### src/design/tcs_pkg.sv
package tcs_pkg;
  // ==========================================================================
  // Register map (byte addresses on the AXI4-Lite port).
  localparam logic [7:0] TCS_OFF_SECONDARY = 8'h00;
  localparam logic [7:0] TCS_OFF_PRIMARY = 8'h04;
  localparam logic [7:0] TCS_OFF_STATUS = 8'h08;
  localparam int TCS_ADDR_W = 8;

  // ==========================================================================
  // Secondary configuration fields (bit 0 is the most significant in the
  // numbering of the field table, so bit n maps to data bit 15-n).
  localparam int TCS_HALF_RATE_BIT = 8;
  localparam int TCS_SOFT_RESET_BIT = 7;
  localparam int TCS_BANK_LO = 5;
  localparam int TCS_FILT_DIV_LO = 2;
  localparam int TCS_EXT_FILT_BIT = 1;
  localparam int TCS_OUT_DIS_BIT = 0;
  localparam logic [1:0] TCS_BANK_RESET = 2'h0;
  localparam logic [2:0] TCS_FILT_DIV_RESET = 3'h0;

  // Primary configuration fields held locally.
  localparam int TCS_PRE_LO = 0;
  localparam int TCS_PSRC_BIT = 2;
  localparam int TCS_STOP_BIT = 3;

  // ==========================================================================
  // Timing.
  localparam int TCS_FIXED_FILTER_CYCLES = 4;
  localparam int TCS_RESET_MIN_CYCLES = 9;
  localparam int TCS_PRESCALE_W = 10;
  localparam int TCS_CHANNELS = 16;

  // AXI responses.
  localparam logic [1:0] TCS_RESP_OKAY = 2'h0;
  localparam logic [1:0] TCS_RESP_SLVERR = 2'h2;

  typedef enum logic [1:0] {
    TCS_FILT_IDLE = 2'b00,
    TCS_FILT_COUNT = 2'b01
  } tcs_filt_state_t;
endpackage

### src/design/tcs_config_two.sv
// Notes on behaviour
// - Half-rate bit set makes first time-base counter step every two clocks.
// - Half-rate bit clear uses the primary prescale and source fields.
// - Internal reset only while soft reset and stop bits are both set.
// - Unit stays in reset until software writes soft reset back to zero.
// - During soft reset only that bit is writable; primary and status stay readable; host avoids other registers.
// - Two-bit bank field selects one of four entry-table banks, resets 00.
// - Bank field accepts only its first write after reset.
// - Three-bit divider gives channel filter clock of system clock /4 to /512.
// - Divider resets to zero, so filter clock is system clock /4.
// - External clock filter bit picks fixed four-clock or channel filter; write-once.
// - Output-disable bit makes channel fifteen an input tri-stating all outputs when low.
// - Output-disable input reaches output enables without synchroniser.
// - Output-disable bit clear leaves channel fifteen an ordinary channel.
`timescale 1ns/1ps
module tcs_config_two
  import tcs_pkg::*;
(
  // Clock and reset.
  input wire logic mclk,
  input wire logic rst_b,
  // AXI4-Lite write address.
  input wire logic [tcs_pkg::TCS_ADDR_W-1:0] s_axi_awaddr,
  input wire logic s_axi_awvalid,
  output logic s_axi_awready,
  // AXI4-Lite write data.
  input wire logic [31:0] s_axi_wdata,
  input wire logic [3:0] s_axi_wstrb,
  input wire logic s_axi_wvalid,
  output logic s_axi_wready,
  // AXI4-Lite write response.
  output logic [1:0] s_axi_bresp,
  output logic s_axi_bvalid,
  input wire logic s_axi_bready,
  // AXI4-Lite read address.
  input wire logic [tcs_pkg::TCS_ADDR_W-1:0] s_axi_araddr,
  input wire logic s_axi_arvalid,
  output logic s_axi_arready,
  // AXI4-Lite read data.
  output logic [31:0] s_axi_rdata,
  output logic [1:0] s_axi_rresp,
  output logic s_axi_rvalid,
  input wire logic s_axi_rready,
  // Timer pins.
  input wire logic second_base_clock_input,
  input wire logic [tcs_pkg::TCS_CHANNELS-1:0] channel_pin_in,
  input wire logic [tcs_pkg::TCS_CHANNELS-1:0] channel_pin_out_req,
  input wire logic [tcs_pkg::TCS_CHANNELS-1:0] channel_pin_oe_req,
  output logic [tcs_pkg::TCS_CHANNELS-1:0] channel_pin_out,
  output logic [tcs_pkg::TCS_CHANNELS-1:0] channel_pin_oe,
  // Derived timing to the timer core.
  output logic first_base_tick,
  output logic filter_tick,
  output logic second_base_clock_filtered,
  output logic [1:0] entry_table_bank,
  output logic unit_in_reset
);
  // ==========================================================================
  // Configuration state.
  logic half_rate_select;
  logic soft_reset_request;
  logic [2:0] filter_clock_divider;
  logic ext_clock_filter_select;
  logic output_disable_enable;
  logic bank_locked;
  logic ext_filt_locked;
  logic out_dis_locked;
  logic [1:0] first_base_prescale_field;
  logic prescale_source_select;
  logic unit_stop;
  logic [3:0] reset_age;

  logic aw_held;
  logic w_held;
  logic [TCS_ADDR_W-1:0] aw_addr;
  logic [31:0] w_data;
  logic [3:0] w_strb;
  logic wr_fire;
  logic [15:0] secondary_view;
  logic [15:0] primary_view;
  logic [31:0] next_rdata;
  logic next_rerr;

  logic [TCS_PRESCALE_W-1:0] prescale_count;
  logic [TCS_PRESCALE_W-1:0] next_prescale_count;
  logic half_toggle;
  logic t2_meta;
  logic t2_sync;
  logic [8:0] filter_count;

  // Maps a power-of-two exponent to an all-ones terminal count.
  function automatic logic [TCS_PRESCALE_W-1:0] tcs_mask(input logic [3:0] exp2);
    tcs_mask = TCS_PRESCALE_W'((11'h1 << exp2) - 11'h1);
  endfunction

  // ==========================================================================
  // Write channel: address and data taken in either order.
  assign s_axi_awready = !aw_held;
  assign s_axi_wready = !w_held;
  assign wr_fire = aw_held && w_held && !s_axi_bvalid;

  always_ff @(posedge mclk or negedge rst_b) begin
    if (!rst_b) begin
      aw_held <= 1'b0;
      aw_addr <= '0;
    end else if (s_axi_awvalid && s_axi_awready) begin
      aw_held <= 1'b1;
      aw_addr <= s_axi_awaddr;
    end else if (wr_fire) begin
      aw_held <= 1'b0;
    end
  end

  always_ff @(posedge mclk or negedge rst_b) begin
    if (!rst_b) begin
      w_held <= 1'b0;
      w_data <= '0;
      w_strb <= '0;
    end else if (s_axi_wvalid && s_axi_wready) begin
      w_held <= 1'b1;
      w_data <= s_axi_wdata;
      w_strb <= s_axi_wstrb;
    end else if (wr_fire) begin
      w_held <= 1'b0;
    end
  end

  always_ff @(posedge mclk or negedge rst_b) begin
    if (!rst_b) begin
      s_axi_bvalid <= 1'b0;
      s_axi_bresp <= TCS_RESP_OKAY;
    end else if (wr_fire) begin
      s_axi_bvalid <= 1'b1;
      s_axi_bresp <= (aw_addr == TCS_OFF_SECONDARY || aw_addr == TCS_OFF_PRIMARY) ?
                     TCS_RESP_OKAY : TCS_RESP_SLVERR;
    end else if (s_axi_bready) begin
      s_axi_bvalid <= 1'b0;
    end
  end

  // ==========================================================================
  // Secondary register. While soft reset is held, only that bit is writable.
  logic sec_wr;
  logic sec_lo;
  assign sec_wr = wr_fire && aw_addr == TCS_OFF_SECONDARY;
  assign sec_lo = sec_wr && w_strb[0] && !soft_reset_request;
  logic sec_hi;
  assign sec_hi = sec_wr && w_strb[1] && !soft_reset_request;

  always_ff @(posedge mclk or negedge rst_b) begin
    if (!rst_b) begin
      soft_reset_request <= 1'b0;
    end else if (sec_wr && w_strb[0]) begin
      soft_reset_request <= w_data[TCS_SOFT_RESET_BIT];
    end
  end

  always_ff @(posedge mclk or negedge rst_b) begin
    if (!rst_b) begin
      half_rate_select <= 1'b0;
    end else if (sec_hi) begin
      half_rate_select <= w_data[TCS_HALF_RATE_BIT];
    end
  end

  always_ff @(posedge mclk or negedge rst_b) begin
    if (!rst_b) begin
      filter_clock_divider <= TCS_FILT_DIV_RESET;
    end else if (sec_lo) begin
      filter_clock_divider <= w_data[TCS_FILT_DIV_LO +: 3];
    end
  end

  // Write-once fields: each lock sets on its first write, cleared by reset.
  always_ff @(posedge mclk or negedge rst_b) begin
    if (!rst_b) begin
      entry_table_bank <= TCS_BANK_RESET;
      bank_locked <= 1'b0;
    end else if (sec_lo && !bank_locked) begin
      entry_table_bank <= w_data[TCS_BANK_LO +: 2];
      bank_locked <= 1'b1;
    end
  end

  always_ff @(posedge mclk or negedge rst_b) begin
    if (!rst_b) begin
      ext_clock_filter_select <= 1'b0;
      ext_filt_locked <= 1'b0;
    end else if (sec_lo && !ext_filt_locked) begin
      ext_clock_filter_select <= w_data[TCS_EXT_FILT_BIT];
      ext_filt_locked <= 1'b1;
    end
  end

  always_ff @(posedge mclk or negedge rst_b) begin
    if (!rst_b) begin
      output_disable_enable <= 1'b0;
      out_dis_locked <= 1'b0;
    end else if (sec_lo && !out_dis_locked) begin
      output_disable_enable <= w_data[TCS_OUT_DIS_BIT];
      out_dis_locked <= 1'b1;
    end
  end

  // Local copy of the primary fields this block depends on.
  always_ff @(posedge mclk or negedge rst_b) begin
    if (!rst_b) begin
      first_base_prescale_field <= 2'h0;
      prescale_source_select <= 1'b0;
      unit_stop <= 1'b0;
    end else if (wr_fire && aw_addr == TCS_OFF_PRIMARY && w_strb[0] && !soft_reset_request) begin
      first_base_prescale_field <= w_data[TCS_PRE_LO +: 2];
      prescale_source_select <= w_data[TCS_PSRC_BIT];
      unit_stop <= w_data[TCS_STOP_BIT];
    end
  end

  // ==========================================================================
  // Internal reset and its age, so software can see the minimum hold pass.
  assign unit_in_reset = soft_reset_request && unit_stop;

  always_ff @(posedge mclk or negedge rst_b) begin
    if (!rst_b) begin
      reset_age <= 4'h0;
    end else if (!unit_in_reset) begin
      reset_age <= 4'h0;
    end else if (reset_age != 4'(TCS_RESET_MIN_CYCLES)) begin
      reset_age <= reset_age + 4'h1;
    end
  end

  // ==========================================================================
  // Read channel.
  assign secondary_view = {7'h0, half_rate_select, soft_reset_request, entry_table_bank,
                           filter_clock_divider, ext_clock_filter_select, output_disable_enable};
  assign primary_view = {12'h0, unit_stop, prescale_source_select, first_base_prescale_field};
  assign s_axi_arready = !s_axi_rvalid;

  always_comb begin
    next_rdata = 32'h0;
    next_rerr = 1'b0;
    case (s_axi_araddr)
      TCS_OFF_SECONDARY: begin
        // Only the soft reset bit is visible while it is set.
        next_rdata = soft_reset_request ? 32'(16'h1 << TCS_SOFT_RESET_BIT) : {16'h0, secondary_view};
      end
      TCS_OFF_PRIMARY: begin
        next_rdata = {16'h0, primary_view};
      end
      TCS_OFF_STATUS: begin
        next_rdata = {26'h0, reset_age == 4'(TCS_RESET_MIN_CYCLES), unit_in_reset, reset_age};
      end
      default: begin
        next_rerr = 1'b1;
      end
    endcase
  end

  always_ff @(posedge mclk or negedge rst_b) begin
    if (!rst_b) begin
      s_axi_rvalid <= 1'b0;
      s_axi_rdata <= 32'h0;
      s_axi_rresp <= TCS_RESP_OKAY;
    end else if (s_axi_arvalid && s_axi_arready) begin
      s_axi_rvalid <= 1'b1;
      s_axi_rdata <= next_rdata;
      s_axi_rresp <= next_rerr ? TCS_RESP_SLVERR : TCS_RESP_OKAY;
    end else if (s_axi_rready) begin
      s_axi_rvalid <= 1'b0;
    end
  end

  // ==========================================================================
  // First time-base prescaler. Source divides by 32 or 4, field by 1..8.
  logic [TCS_PRESCALE_W-1:0] prescale_limit;
  assign prescale_limit = tcs_mask(4'({1'b0, prescale_source_select ? 3'h2 : 3'h5}) +
                                   4'({2'h0, first_base_prescale_field}));

  always_comb begin
    next_prescale_count = prescale_count + TCS_PRESCALE_W'(1);
    if (prescale_count >= prescale_limit) begin
      next_prescale_count = '0;
    end
  end

  always_ff @(posedge mclk or negedge rst_b) begin
    if (!rst_b) begin
      prescale_count <= '0;
      half_toggle <= 1'b0;
      first_base_tick <= 1'b0;
    end else if (unit_in_reset) begin
      prescale_count <= '0;
      half_toggle <= 1'b0;
      first_base_tick <= 1'b0;
    end else if (half_rate_select) begin
      prescale_count <= '0;
      half_toggle <= !half_toggle;
      first_base_tick <= half_toggle;
    end else begin
      half_toggle <= 1'b0;
      prescale_count <= next_prescale_count;
      first_base_tick <= prescale_count >= prescale_limit;
    end
  end

  // ==========================================================================
  // Channel filter clock: system clock divided by 4 << divider.
  always_ff @(posedge mclk or negedge rst_b) begin
    if (!rst_b) begin
      filter_count <= 9'h0;
      filter_tick <= 1'b0;
    end else begin
      filter_count <= filter_count + 9'h1;
      filter_tick <= (filter_count & 9'(tcs_mask(4'({1'b0, filter_clock_divider}) + 4'h2))) ==
                     9'(tcs_mask(4'({1'b0, filter_clock_divider}) + 4'h2));
    end
  end

  // Second time-base clock pin: two flops, then the selected filter.
  always_ff @(posedge mclk or negedge rst_b) begin
    if (!rst_b) begin
      t2_meta <= 1'b0;
      t2_sync <= 1'b0;
    end else begin
      t2_meta <= second_base_clock_input;
      t2_sync <= t2_meta;
    end
  end

  tcs_pin_filter u_t2_filter (
    .mclk(mclk),
    .rst_b(rst_b),
    .sample_tick(filter_tick),
    .use_tick(ext_clock_filter_select),
    .pin_sync(t2_sync),
    .pin_filtered(second_base_clock_filtered)
  );

  // ==========================================================================
  // Pin drivers. The disable path is deliberately unsynchronised so a fault
  // on channel fifteen tri-states outputs even with no clock running.
  logic outputs_disabled;
  assign outputs_disabled = output_disable_enable && !channel_pin_in[TCS_CHANNELS-1];

  always_comb begin
    channel_pin_out = channel_pin_out_req;
    channel_pin_oe = outputs_disabled ? '0 : channel_pin_oe_req;
    if (output_disable_enable) begin
      channel_pin_oe[TCS_CHANNELS-1] = 1'b0;
    end
    // With the bit clear, channel fifteen passes through unchanged.
  end
endmodule // tcs_config_two

### src/design/tcs_pin_filter.sv
`timescale 1ns/1ps
module tcs_pin_filter
  import tcs_pkg::*;
(
  // Clock and reset.
  input wire logic mclk,
  input wire logic rst_b,
  // Sampling control.
  input wire logic sample_tick,
  input wire logic use_tick,
  // Signal.
  input wire logic pin_sync,
  output logic pin_filtered
);
  // ==========================================================================
  // A new level must be seen on four consecutive samples before it is passed.
  logic [2:0] agree_count;

  always_ff @(posedge mclk or negedge rst_b) begin
    if (!rst_b) begin
      agree_count <= 3'h0;
      pin_filtered <= 1'b0;
    end else if (pin_sync == pin_filtered) begin
      agree_count <= 3'h0;
    end else if (!use_tick || sample_tick) begin
      if (agree_count == 3'(TCS_FIXED_FILTER_CYCLES - 1)) begin
        pin_filtered <= pin_sync;
        agree_count <= 3'h0;
      end else begin
        agree_count <= agree_count + 3'h1;
      end
    end
  end
endmodule // tcs_pin_filter

### config.mk
export PLATFORM = sky130hd
export DESIGN_NAME = tcs_config_two
export DESIGN_NICKNAME = d
export VERILOG_FILES = /design/src/design/tcs_pkg.sv /design/src/design/tcs_config_two.sv /design/src/design/tcs_pin_filter.sv
export SDC_FILE = /design/constraint.sdc
export NUM_CORES = 1
export LEC_CHECK = 0
export BUFFER_PORTS_ARGS = -buffer_cell sky130_fd_sc_hd__buf_2
export CORE_ASPECT_RATIO = 1.5
export CORE_MARGIN = 8
export CORE_UTILIZATION = 45
export CTS_CLUSTER_SIZE = 20
export DETAILED_ROUTE_END_ITERATION = 12
export PLACE_DENSITY_LB_ADDON = 0.3
export SYNTH_ARGS = -nofsm -noshare
export SYNTH_HDL_FRONTEND = slang
export SYNTH_HIERARCHICAL = 1
export SYNTH_SLANG_ARGS = --single-unit
export TNS_END_PERCENT = 50
### constraint.sdc
create_clock -name mclk -period 3.84 [get_ports mclk]
set_input_delay 0.384 -clock mclk [delete_from_list [all_inputs] [get_ports mclk]]
set_output_delay 0.384 -clock mclk [all_outputs]
set_load 0.02 [all_outputs]
Yosys cells after proc, flatten, opt, wreduce, memory -nomap -nowiden
Cells that the tools add are included.
W data, S select, Z words.
{"block": "classes", "n_addsub": 8, "order_cmp": 1, "eq_ne": 9, "shift": 2, "muxes": 26, "bitwise_logic": 2, "n_reduce_logical": 40}
{"operator": "$mux W10", "count": 3}
{"operator": "$pmux W9 S3", "count": 1}
{"operator": "$logic_and A1 B1 Y1", "count": 18}
{"operator": "$eq A8 B3 Y1 const B", "count": 2}
{"operator": "$logic_not A8 Y1", "count": 2}
{"operator": "$mux W16", "count": 1}
{"operator": "$mux W1", "count": 12}
{"operator": "$mux W3", "count": 4}
{"operator": "$logic_not A1 Y1", "count": 11}
{"operator": "$add A10 B1 Y10 const B", "count": 1}
{"operator": "$ge A10 B10 Y1", "count": 1}
{"operator": "$reduce_bool A2 Y1", "count": 5}
{"operator": "$shl A1 B4 Y10 const A", "count": 1}
{"operator": "$sub A10 B1 Y10 const B", "count": 1}
{"operator": "$add A9 B1 Y9 const B", "count": 1}
{"operator": "$and A9 B9 Y9", "count": 1}
{"operator": "$eq A9 B9 Y1", "count": 1}
{"operator": "$mux W9", "count": 1}
{"operator": "$shl A1 B4 Y9 const A", "count": 1}
{"operator": "$sub A9 B1 Y9 const B", "count": 1}
{"operator": "$eq A8 B4 Y1 const B", "count": 1}
{"operator": "$mux W4", "count": 2}
{"operator": "$add A3 B2 Y4", "count": 1}
{"operator": "$add A3 B2 Y4 const B", "count": 1}
{"operator": "12 further kinds", "count": 14}
{"block": "totals", "regBits": 107, "output_inout_bits": 79}

Logic depth before layout (Yosys ltp)
Gate-level depths: netlist of the first run.
{"block": "depth", "word_depth": 8, "depth_mapped": 16}

Cells and area by module
The synthesis of the first run kept the hierarchy.
{"mod": "tcs_config_two", "n_inst": 1, "cells_per_inst": 444, "area_each_um2": 4546.9, "seq_area_each_um2": 1951.9}
{"mod": "tcs_pin_filter", "n_inst": 1, "cells_per_inst": 17, "area_each_um2": 201.4, "seq_area_each_um2": 100.1}

Worst setup path after synthesis of the first run
Ideal clock, no wire load.
{"block": "synth_path", "kind": "reg-to-reg", "start": "register prescale_source_select", "end": "register prescale_count[2]", "setup_ns": 0.144, "t_arrival_ns": 3.646, "required_time_ns": 3.696, "path_slack_ns": 0.050, "path_stages_with_launch": 17, "period_less_slack_ns": 3.790, "cell_sequence": "dfrtp_1 > clkbuf_1 > inv_1 > ha_1 > inv_1 > fa_1 > or3_1 > a21oi_1 > nand3_1 > ha_1 > xor2_1 > ha_1 > nand2_1 > or3b_2 > o221ai_1 > buf_2 > nor3_1"}
{"block": "synth_between", "elab_chain_cells": 8}
{"element": "start: declaration", "line": "tcs_config_two.sv:69", "text": "logic prescale_source_select;"}
{"element": "start signal: assignment", "line": "tcs_config_two.sv:213", "text": "prescale_source_select <= w_data[TCS_PSRC_BIT];"}
{"element": "$mux W3", "line": "tcs_config_two.sv:276", "text": "assign prescale_limit = tcs_mask(4'({1'b0, prescale_source_select ? 3'h2 : 3'h5}) +"}
{"element": "$add A3 B2 Y4", "line": "tcs_config_two.sv:276"}
{"element": "$shl A1 B4 Y10", "line": "tcs_config_two.sv:93", "text": "tcs_mask = TCS_PRESCALE_W'((11'h1 << exp2) - 11'h1);"}
{"element": "$sub A10 B1 Y10", "line": "tcs_config_two.sv:93"}
{"element": "$ge A10 B10 Y1", "line": "tcs_config_two.sv:281", "text": "if (prescale_count >= prescale_limit) begin"}
{"element": "$mux W10", "line": "tcs_config_two.sv:281"}
{"element": "$mux W10", "line": "tcs_config_two.sv:295", "text": "end else if (half_rate_select) begin"}
{"element": "$mux W10", "line": "tcs_config_two.sv:291", "text": "end else if (unit_in_reset) begin"}
{"element": "end signal: assignment", "line": "tcs_config_two.sv:301", "text": "prescale_count <= next_prescale_count;"}
{"element": "end: declaration", "line": "tcs_config_two.sv:84", "text": "logic [TCS_PRESCALE_W-1:0] prescale_count;"}
No other way between the ends.
A chain may end at the register's enable or synchronous reset.

Worst setup path in the final report of the first run
{"block": "layout_path", "start": "register prescale_source_select", "end": "register first_base_tick"}
{"block": "layout_between", "elab_chain_cells": 7}
{"element": "$mux W3", "line": "tcs_config_two.sv:276"}
{"element": "$add A3 B2 Y4", "line": "tcs_config_two.sv:276"}
{"element": "$shl A1 B4 Y10", "line": "tcs_config_two.sv:93"}
{"element": "$sub A10 B1 Y10", "line": "tcs_config_two.sv:93"}
{"element": "$ge A10 B10 Y1", "line": "tcs_config_two.sv:302", "text": "first_base_tick <= prescale_count >= prescale_limit;"}
{"element": "$mux W1", "line": "tcs_config_two.sv:295"}
{"element": "$mux W1", "line": "tcs_config_two.sv:291"}
{"element": "end signal: assignment", "line": "tcs_config_two.sv:298", "text": "first_base_tick <= half_toggle;"}
{"element": "end signal: assignment", "line": "tcs_config_two.sv:302"}
{"element": "end: declaration", "line": "tcs_config_two.sv:52", "text": "output logic first_base_tick,"}
No other way between the ends.

==> results.md, run 1 <==
- 1st-iter DRT viols: 155
- Family with the most delay on the worst path: simple AND/OR/NAND/NOR gates
- Global-route wire length before repair: 17,470 um
- Fmax: 271.9 MHz
- Skew-Pair Late Insertion Delay: 0.34 ns
- Yosys top cell by area: dfrtp_1
- CTS buffer count: 9
- Grt total ovfl: 0
- Finished Layout Cells: 687
- CP peak stage delay: 0.50 ns
- Total chip power: 3.106 mW
- PwrDens: 566.0 nW/um2
- Worst Path Buf+Inv: 3
- Lkg Pwr: 2.648 nW
- Setup TNS: 0 ns
- Crit path DAT: 3.96 ns
- Vias in the first global route: 3,616
- Minimum clock period: 3.678 ns
- Final layout net count: 676
- Setup violators final: 0
- Largest net degree at the start of global routing: 83
- CP max-delay cell: or3b_2
- Synthesis Warnings: 6
- WP data required: 4.12 ns
- Die Width: 99.87 um
- CP cell instances: inv_1 -> ha_1 -> inv_1 -> fa_1 -> or3b_2 -> a211oi_1 -> o211a_1 -> nor3_1 -> ha_1 -> nand4_1 -> or3b_2 -> o221ai_1 -> buf_4 -> o211a_1
- # DRC: 0
- Avg Inst Size Synth: 10.30 um2
- Core area: 10,420 um2
- Setup crit end kind: flip-flop
- Total Routing Usage GR: 15.48%
- Port Buffers: 89
- CTS H-tree depth: 3
- Area post-placement: 5152 um2
- # diodes: 0
- Cell area after layout: 5488 um2
- Reg2Reg Depth: 14
- Via count: 3,472
- Seq cells post-synth: 82
- Share of cells above drive strength 1: 28.36%
- Dpl cells: 671
- Synth async-reset ratio: 100.0%
- CP startpoint kind: flip-flop
- Synthesized cell area: 4748 um2
- Synth top area cells: dfrtp_1 (43%), ha_1 (7.6%), mux2_2 (7.6%), buf_4 (6.5%), nand2_1 (2.8%)
- Initial antenna violation count: 0
- Root Buffer: clkbuf_16
- EDFF count, synth: 0
- Boundary pin count: 187
- RSZ-0062 raised after global routing: false
- # rows: 46
- WL final: 10,530 um
- Top cell type's share of synthesized area: 43.21%
- Outcome: completed
- Count of cell types in the netlist: 55
- Mapped Cells: 461
- Routed Antenna Nets: 0
- Final slew viol count: 0
- CTS clk-pin slew, worst paths: 0.06 ns
- Dominant synthesized flop cell: dfrtp_1
- Clock Path Buffers: 2
- Initial Utilization: 45.58%
- CTS tree: done
- Worst slack, placed: 0.1447 ns
- Gpl congestion: 0.8176
- Min-Delay Path Class: in -> reg
- Synthesis-to-finish area growth: 15.57%
- Die Span Y: 141.8 um
- Hold Vio Cnt, Final: 0
- Clock Skew: 0.005335 ns
- WL/cell: 15.33 um
- Setup Crit Path Kind: reg -> reg
- First-pass DRT Iterations: 4
- Worst hold stages: 1
- Sequential area share after synthesis: 43.21%
- Worst Tran Pin Value: 1.102 ns
- Number of max-cap violations: 0
- CTS Sinks: 82
- Period utilization: 95.79%
- FILL cells: 960
- Crit path depth: 14
- DIE AREA: 14,160 um2
- Vias per Instance: 5.054
- Post-CTS Repair Setup Buffers: 0
- Final worst setup slack: 0.1615 ns
- Max IR drop VDD: 325.4 uV
- Max Fanout on Critical Path: 11
- Hpwl dp: 8142 um
- Max_slew headroom: 26.38%
per-layer routing:
layer / global-route usage, % / vias up / wire length, um
met5: 0 / - / 0
met4: 7.446 / 0 / 253
met3: 4.169 / 20 / 482
met2: 28.30 / 73 / 5848
met1: 15.71 / 1696 / 3947
li1: - / 1683 / -
registers in the layout, summed over array words and instances (netlist names), 2 cells and up:
register	count
filter_clock_divider	3
reset_age	4
w_strb	2
filter_count	9
w_data	9
first_base_prescale_field	2
u_t2_filter/agree_count	3
entry_table_bank	2
prescale_count	10
aw_addr	8
s_axi_rdata	9
cells in the final DEF (no fill, tap or decap), types with 12 or more instances in the layout:
cell type  instances
conb_1            25
buf_2             88
nor2_1            24
o21ai_0           12
xnor2_1           15
and2_1            18
inv_1             20
ha_1              29
nand2_1           35
nand3_1           12
dfrtp_1           82
mux2_2            32
nor3_1            15
synthesized netlist by cell type (all sizes together), types with 4 or more instances:
cell,n
or3,4
nor2b,8
nor3,15
inv,20
and2,18
nand2b,12
dfrtp,82
buf,44
nand4,4
nand3b,10
xor2,9
a211oi,7
o21ai,13
nor3b,4
ha,29
xnor2,15
nand3,12
nor2,24
nor4,5
clkbuf,8
a21oi,10
nand2,36
mux2,33
cells by family (layout without fill, tap and decap cells):
logic type | count (synthesis) | after routing | share of synthesized area, %
AO/OA/AOI/OAI | 57 | 57 | 8.274
buffers and inverters | 72 | 130 | 8.986
adder cells (fa/ha/maj) | 30 | 30 | 8.063
flip-flops | 82 | 82 | 43.21
other | 1 | 25 | 0.07898
AND/OR/NAND/NOR | 161 | 161 | 18.84
multiplexers | 34 | 34 | 8.116
XOR/XNOR | 24 | 24 | 4.427
repair_timing:
| item | 4_1_cts | 5_1_grt |
|---|---|---|
| hold buffers | 0 | 0 |
| setup endpoints to repair | 0 | 11 |
| resized for setup | 0 | 3 |
per-stage QoR:
| stage | hold WS (ns) | utilization [%] |
|---|---|---|
| after floorplan | 0.08841 | - |
| after global placement | 0.3331 | 49.46 |
| after detailed placement | 0.3450 | 49.46 |
| after CTS | 0.1377 | 52.55 |
| after global routing | 0.1380 | 52.68 |
| final | 0.1496 | 52.68 |
power breakdown:
part | leakage [nW] | internal [mW] | switching (mW)
clock network | 0.149 | 0.587 | 0.340
registers | 1.05 | 1.07 | 0.164
logic | 1.45 | 0.437 | 0.512
area by class of cell:
type	instances	area (um2)	share of cell area, %
repair buffers	94	485.5	8.846
clock inverters	4	75.07	1.368
inverters	20	75.07	1.368
flip-flops and latches	82	2052	37.39
multi-input cells	331	2374	43.25
well taps	144	180.2	3.283
clock buffers	12	246.5	4.492
final timing paths:
path                                               startpoint                    endpoint  slack, ns
hold / removal                        second_base_clock_input           t2_meta$_DFF_PN0_       0.15
setup / recovery           prescale_source_select$_DFFE_PN0P_   first_base_tick$_DFF_PN0_       0.16
max in group asynchronous                               rst_b       w_data[0]$_DFFE_PN0P_       2.98
min in group asynchronous                               rst_b  s_axi_rdata[7]$_DFFE_PN0P_       0.21
setup reg to reg           prescale_source_select$_DFFE_PN0P_   first_base_tick$_DFF_PN0_       0.16
hold reg to reg                             t2_meta$_DFF_PN0_           t2_sync$_DFF_PN0_       0.35
Note: power is estimated with default switching activity, not from simulation.
==> inputs of run 2 (changes only) <==
CORE_MARGIN = unset   (was 8)
CTS_CLUSTER_SIZE = 28   (was 20)
TNS_END_PERCENT = unset   (was 50)
==> results.md, run 2 (synthesized netlist as in run 1, its figures left out) <==
- Outcome: completed
- CP peak stage delay: 0.51 ns (about the same)
- Max reg flops: 10 (unchanged)
- # DRC: 0 (unchanged)
- WL/cell: 14.16 um (-7.6%)
- Total Routing Usage GR: 18.34% (+2.9 points)
- Skew-Pair Late Insertion Delay: 0.33 ns (about the same)
- Fmax: 276.6 MHz (+1.7%)
- 1st-iter DRT viols: 134 (-14%)
- CP startpoint kind: flip-flop
- Clock Skew: 0.004111 ns (-0.001224 ns)
- Most used cell along the critical path: ha_1
- Clock Path Buffers: 2 (unchanged)
- Hpwl dp: 7340 um (-9.8%)
- Total chip power: 3.075 mW (-0.99%)
- WP data required: 4.11 ns (about the same)
- Boundary pin count: 187 (unchanged)
- First-pass DRT Iterations: 4 (unchanged)
- Max Fanout on Critical Path: 11 (unchanged)
- Commonest non-fill, non-tap cell in the layout: buf_2
- Share of cells above drive strength 1: 28.47% (+0.10 points)
- # diodes: 0 (unchanged)
- Gpl congestion: 0.8117 (-0.72%)
- WL final: 9660 um (-8.3%)
- Routed Antenna Nets: 0 (unchanged)
- Vias in the first global route: 3,431 (-5.1%)
- CTS Sinks: 82 (unchanged)
- Number of max-cap violations: 0 (unchanged)
- Min-Delay Path Class: in -> reg
- Crit path DAT: 3.89 ns (-0.07 ns)
- Initial Utilization: 46.59% (+1.0 points)
- CTS clk-pin slew, worst paths: 0.06 ns (about the same)
- Worst Tran Pin Value: 1.067 ns (-0.03522 ns)
- Post-CTS Repair Setup Buffers: 0 (unchanged)
- Root Buffer: clkbuf_16
- Synthesis-to-finish area growth: 15.18%
- CTS buffer count: 9 (unchanged)
- Setup violators final: 0 (unchanged)
- Family with the most delay on the worst path: simple AND/OR/NAND/NOR gates
- Die Span Y: 127.8 um (-9.9%)
- Grt total ovfl: 0 (unchanged)
- PwrDens: 562.3 nW/um2 (-0.65%)
- Via count: 3,456 (-0.46%)
- RSZ-0062 raised after global routing: false
- Global-route wire length before repair: 15,780 um (-9.7%)
- Lkg Pwr: 2.639 nW (-0.31%)
- Final slew viol count: 0 (unchanged)
- # rows: 45 (-2.2%)
- CTS H-tree depth: 3 (unchanged)
- CP max-delay cell: or3b_2
- Period utilization: 94.16% (-1.6 points)
- CP cell instances: ha_1 -> inv_1 -> fa_1 -> nand2b_1 -> a32o_1 -> a211oi_1 -> nor3_1 -> ha_1 -> nand4_1 -> or3b_2 -> o221ai_1 -> buf_4 -> o211a_1
- Worst Path Buf+Inv: 2 (-1)
- Setup Crit Path Kind: reg -> reg
- DIE AREA: 10,980 um2 (-23%)
- Vias per Instance: 5.067 (+0.27%)
- Initial antenna violation count: 0 (unchanged)
- Most flops, register: prescale_count
- Minimum clock period: 3.616 ns (-0.06289 ns)
- Port Buffers: 89 (unchanged)
- Largest net degree at the start of global routing: 83 (unchanged)
- Max IR drop VDD: 374.7 uV (+15%)
- FILL cells: 916 (-4.6%)
- Hold Vio Cnt, Final: 0 (unchanged)
- Core area: 10,190 um2 (-2.2%)
- Final layout net count: 675 (-0.15%)
- Die Width: 85.87 um (-14%)
- Final core utilization: 53.66% (+0.99 points)
- Max_slew headroom: 28.74% (+2.4 points)
- Setup TNS: 0 ns (unchanged)
- Setup crit end kind: flip-flop
- Commonest non-fill, non-tap cells in the layout: buf_2 (88), dfrtp_1 (82), nand2_1 (35)
- CTS tree: done
run 2: final cells by class:
class	instances	area, um2	area share [%]
Clock inverter	5	80.08	1.464
Inverter	20	75.07	1.373
Multi-Input combinational cell	331	2379	43.49
Tap cell	141	176.4	3.226
Sequential cell	82	2052	37.52
Clock buffer	10	229.0	4.187
Timing Repair Buffer	93	478.0	8.739
run 2: power by group:
| part | internal [mW] | total [mW] | switching (mW) |
|---|---|---|---|
| Clock | 0.564 | 0.895 | 0.331 |
| Sequential | 1.07 | 1.23 | 0.165 |
| Combinational | 0.440 | 0.949 | 0.510 |
run 2: final timing paths:
| path | end | start | cells after the start | slack [ns] |
|---|---|---|---|---|
| max | first_base_tick$_DFF_PN0_ | first_base_prescale_field[0]$_DFFE_PN0P_ | 13 | 0.22 |
| max reg2reg | first_base_tick$_DFF_PN0_ | first_base_prescale_field[0]$_DFFE_PN0P_ | 13 | 0.22 |
| min reg2reg | t2_sync$_DFF_PN0_ | t2_meta$_DFF_PN0_ | 0 | 0.35 |
| min | t2_meta$_DFF_PN0_ | second_base_clock_input | 1 | 0.15 |
| min in group asynchronous | s_axi_rvalid$_DFFE_PN0P_ | rst_b | 1 | 0.24 |
| max in group asynchronous | ext_filt_locked$_DFFE_PN0P_ | rst_b | 1 | 2.96 |
run 2: layer usage:
layer,vias to the layer above,share of wire (%),routed length (um),track usage [%]
met5,-,0,0,0
met4,0,2.3,223,8.529
met3,18,3.1,302,3.670
met2,77,55,5316,33.75
met1,1685,40,3817,19.83
li1,1676,-,-,-
run 2: metrics by stage:
stage               setup slack, ns  instances  cell area [um2]  hold WS (ns)
floorplan                   0.04960        485             4838       0.08841
global placement             0.2219        667             5141        0.3324
detailed placement           0.1675        667             5141        0.3418
CTS                          0.1255        682             5450        0.1402
global route               0.004758        682             5469        0.1439
finish                       0.2244        682             5469        0.1529
run 2: timing repair:
| action | in CTS | in global routing |
|---|---|---|
| hold buffers | 0 | 0 |
| setup endpoints to repair | 0 | 11 |
| resized for setup | 0 | 4 |
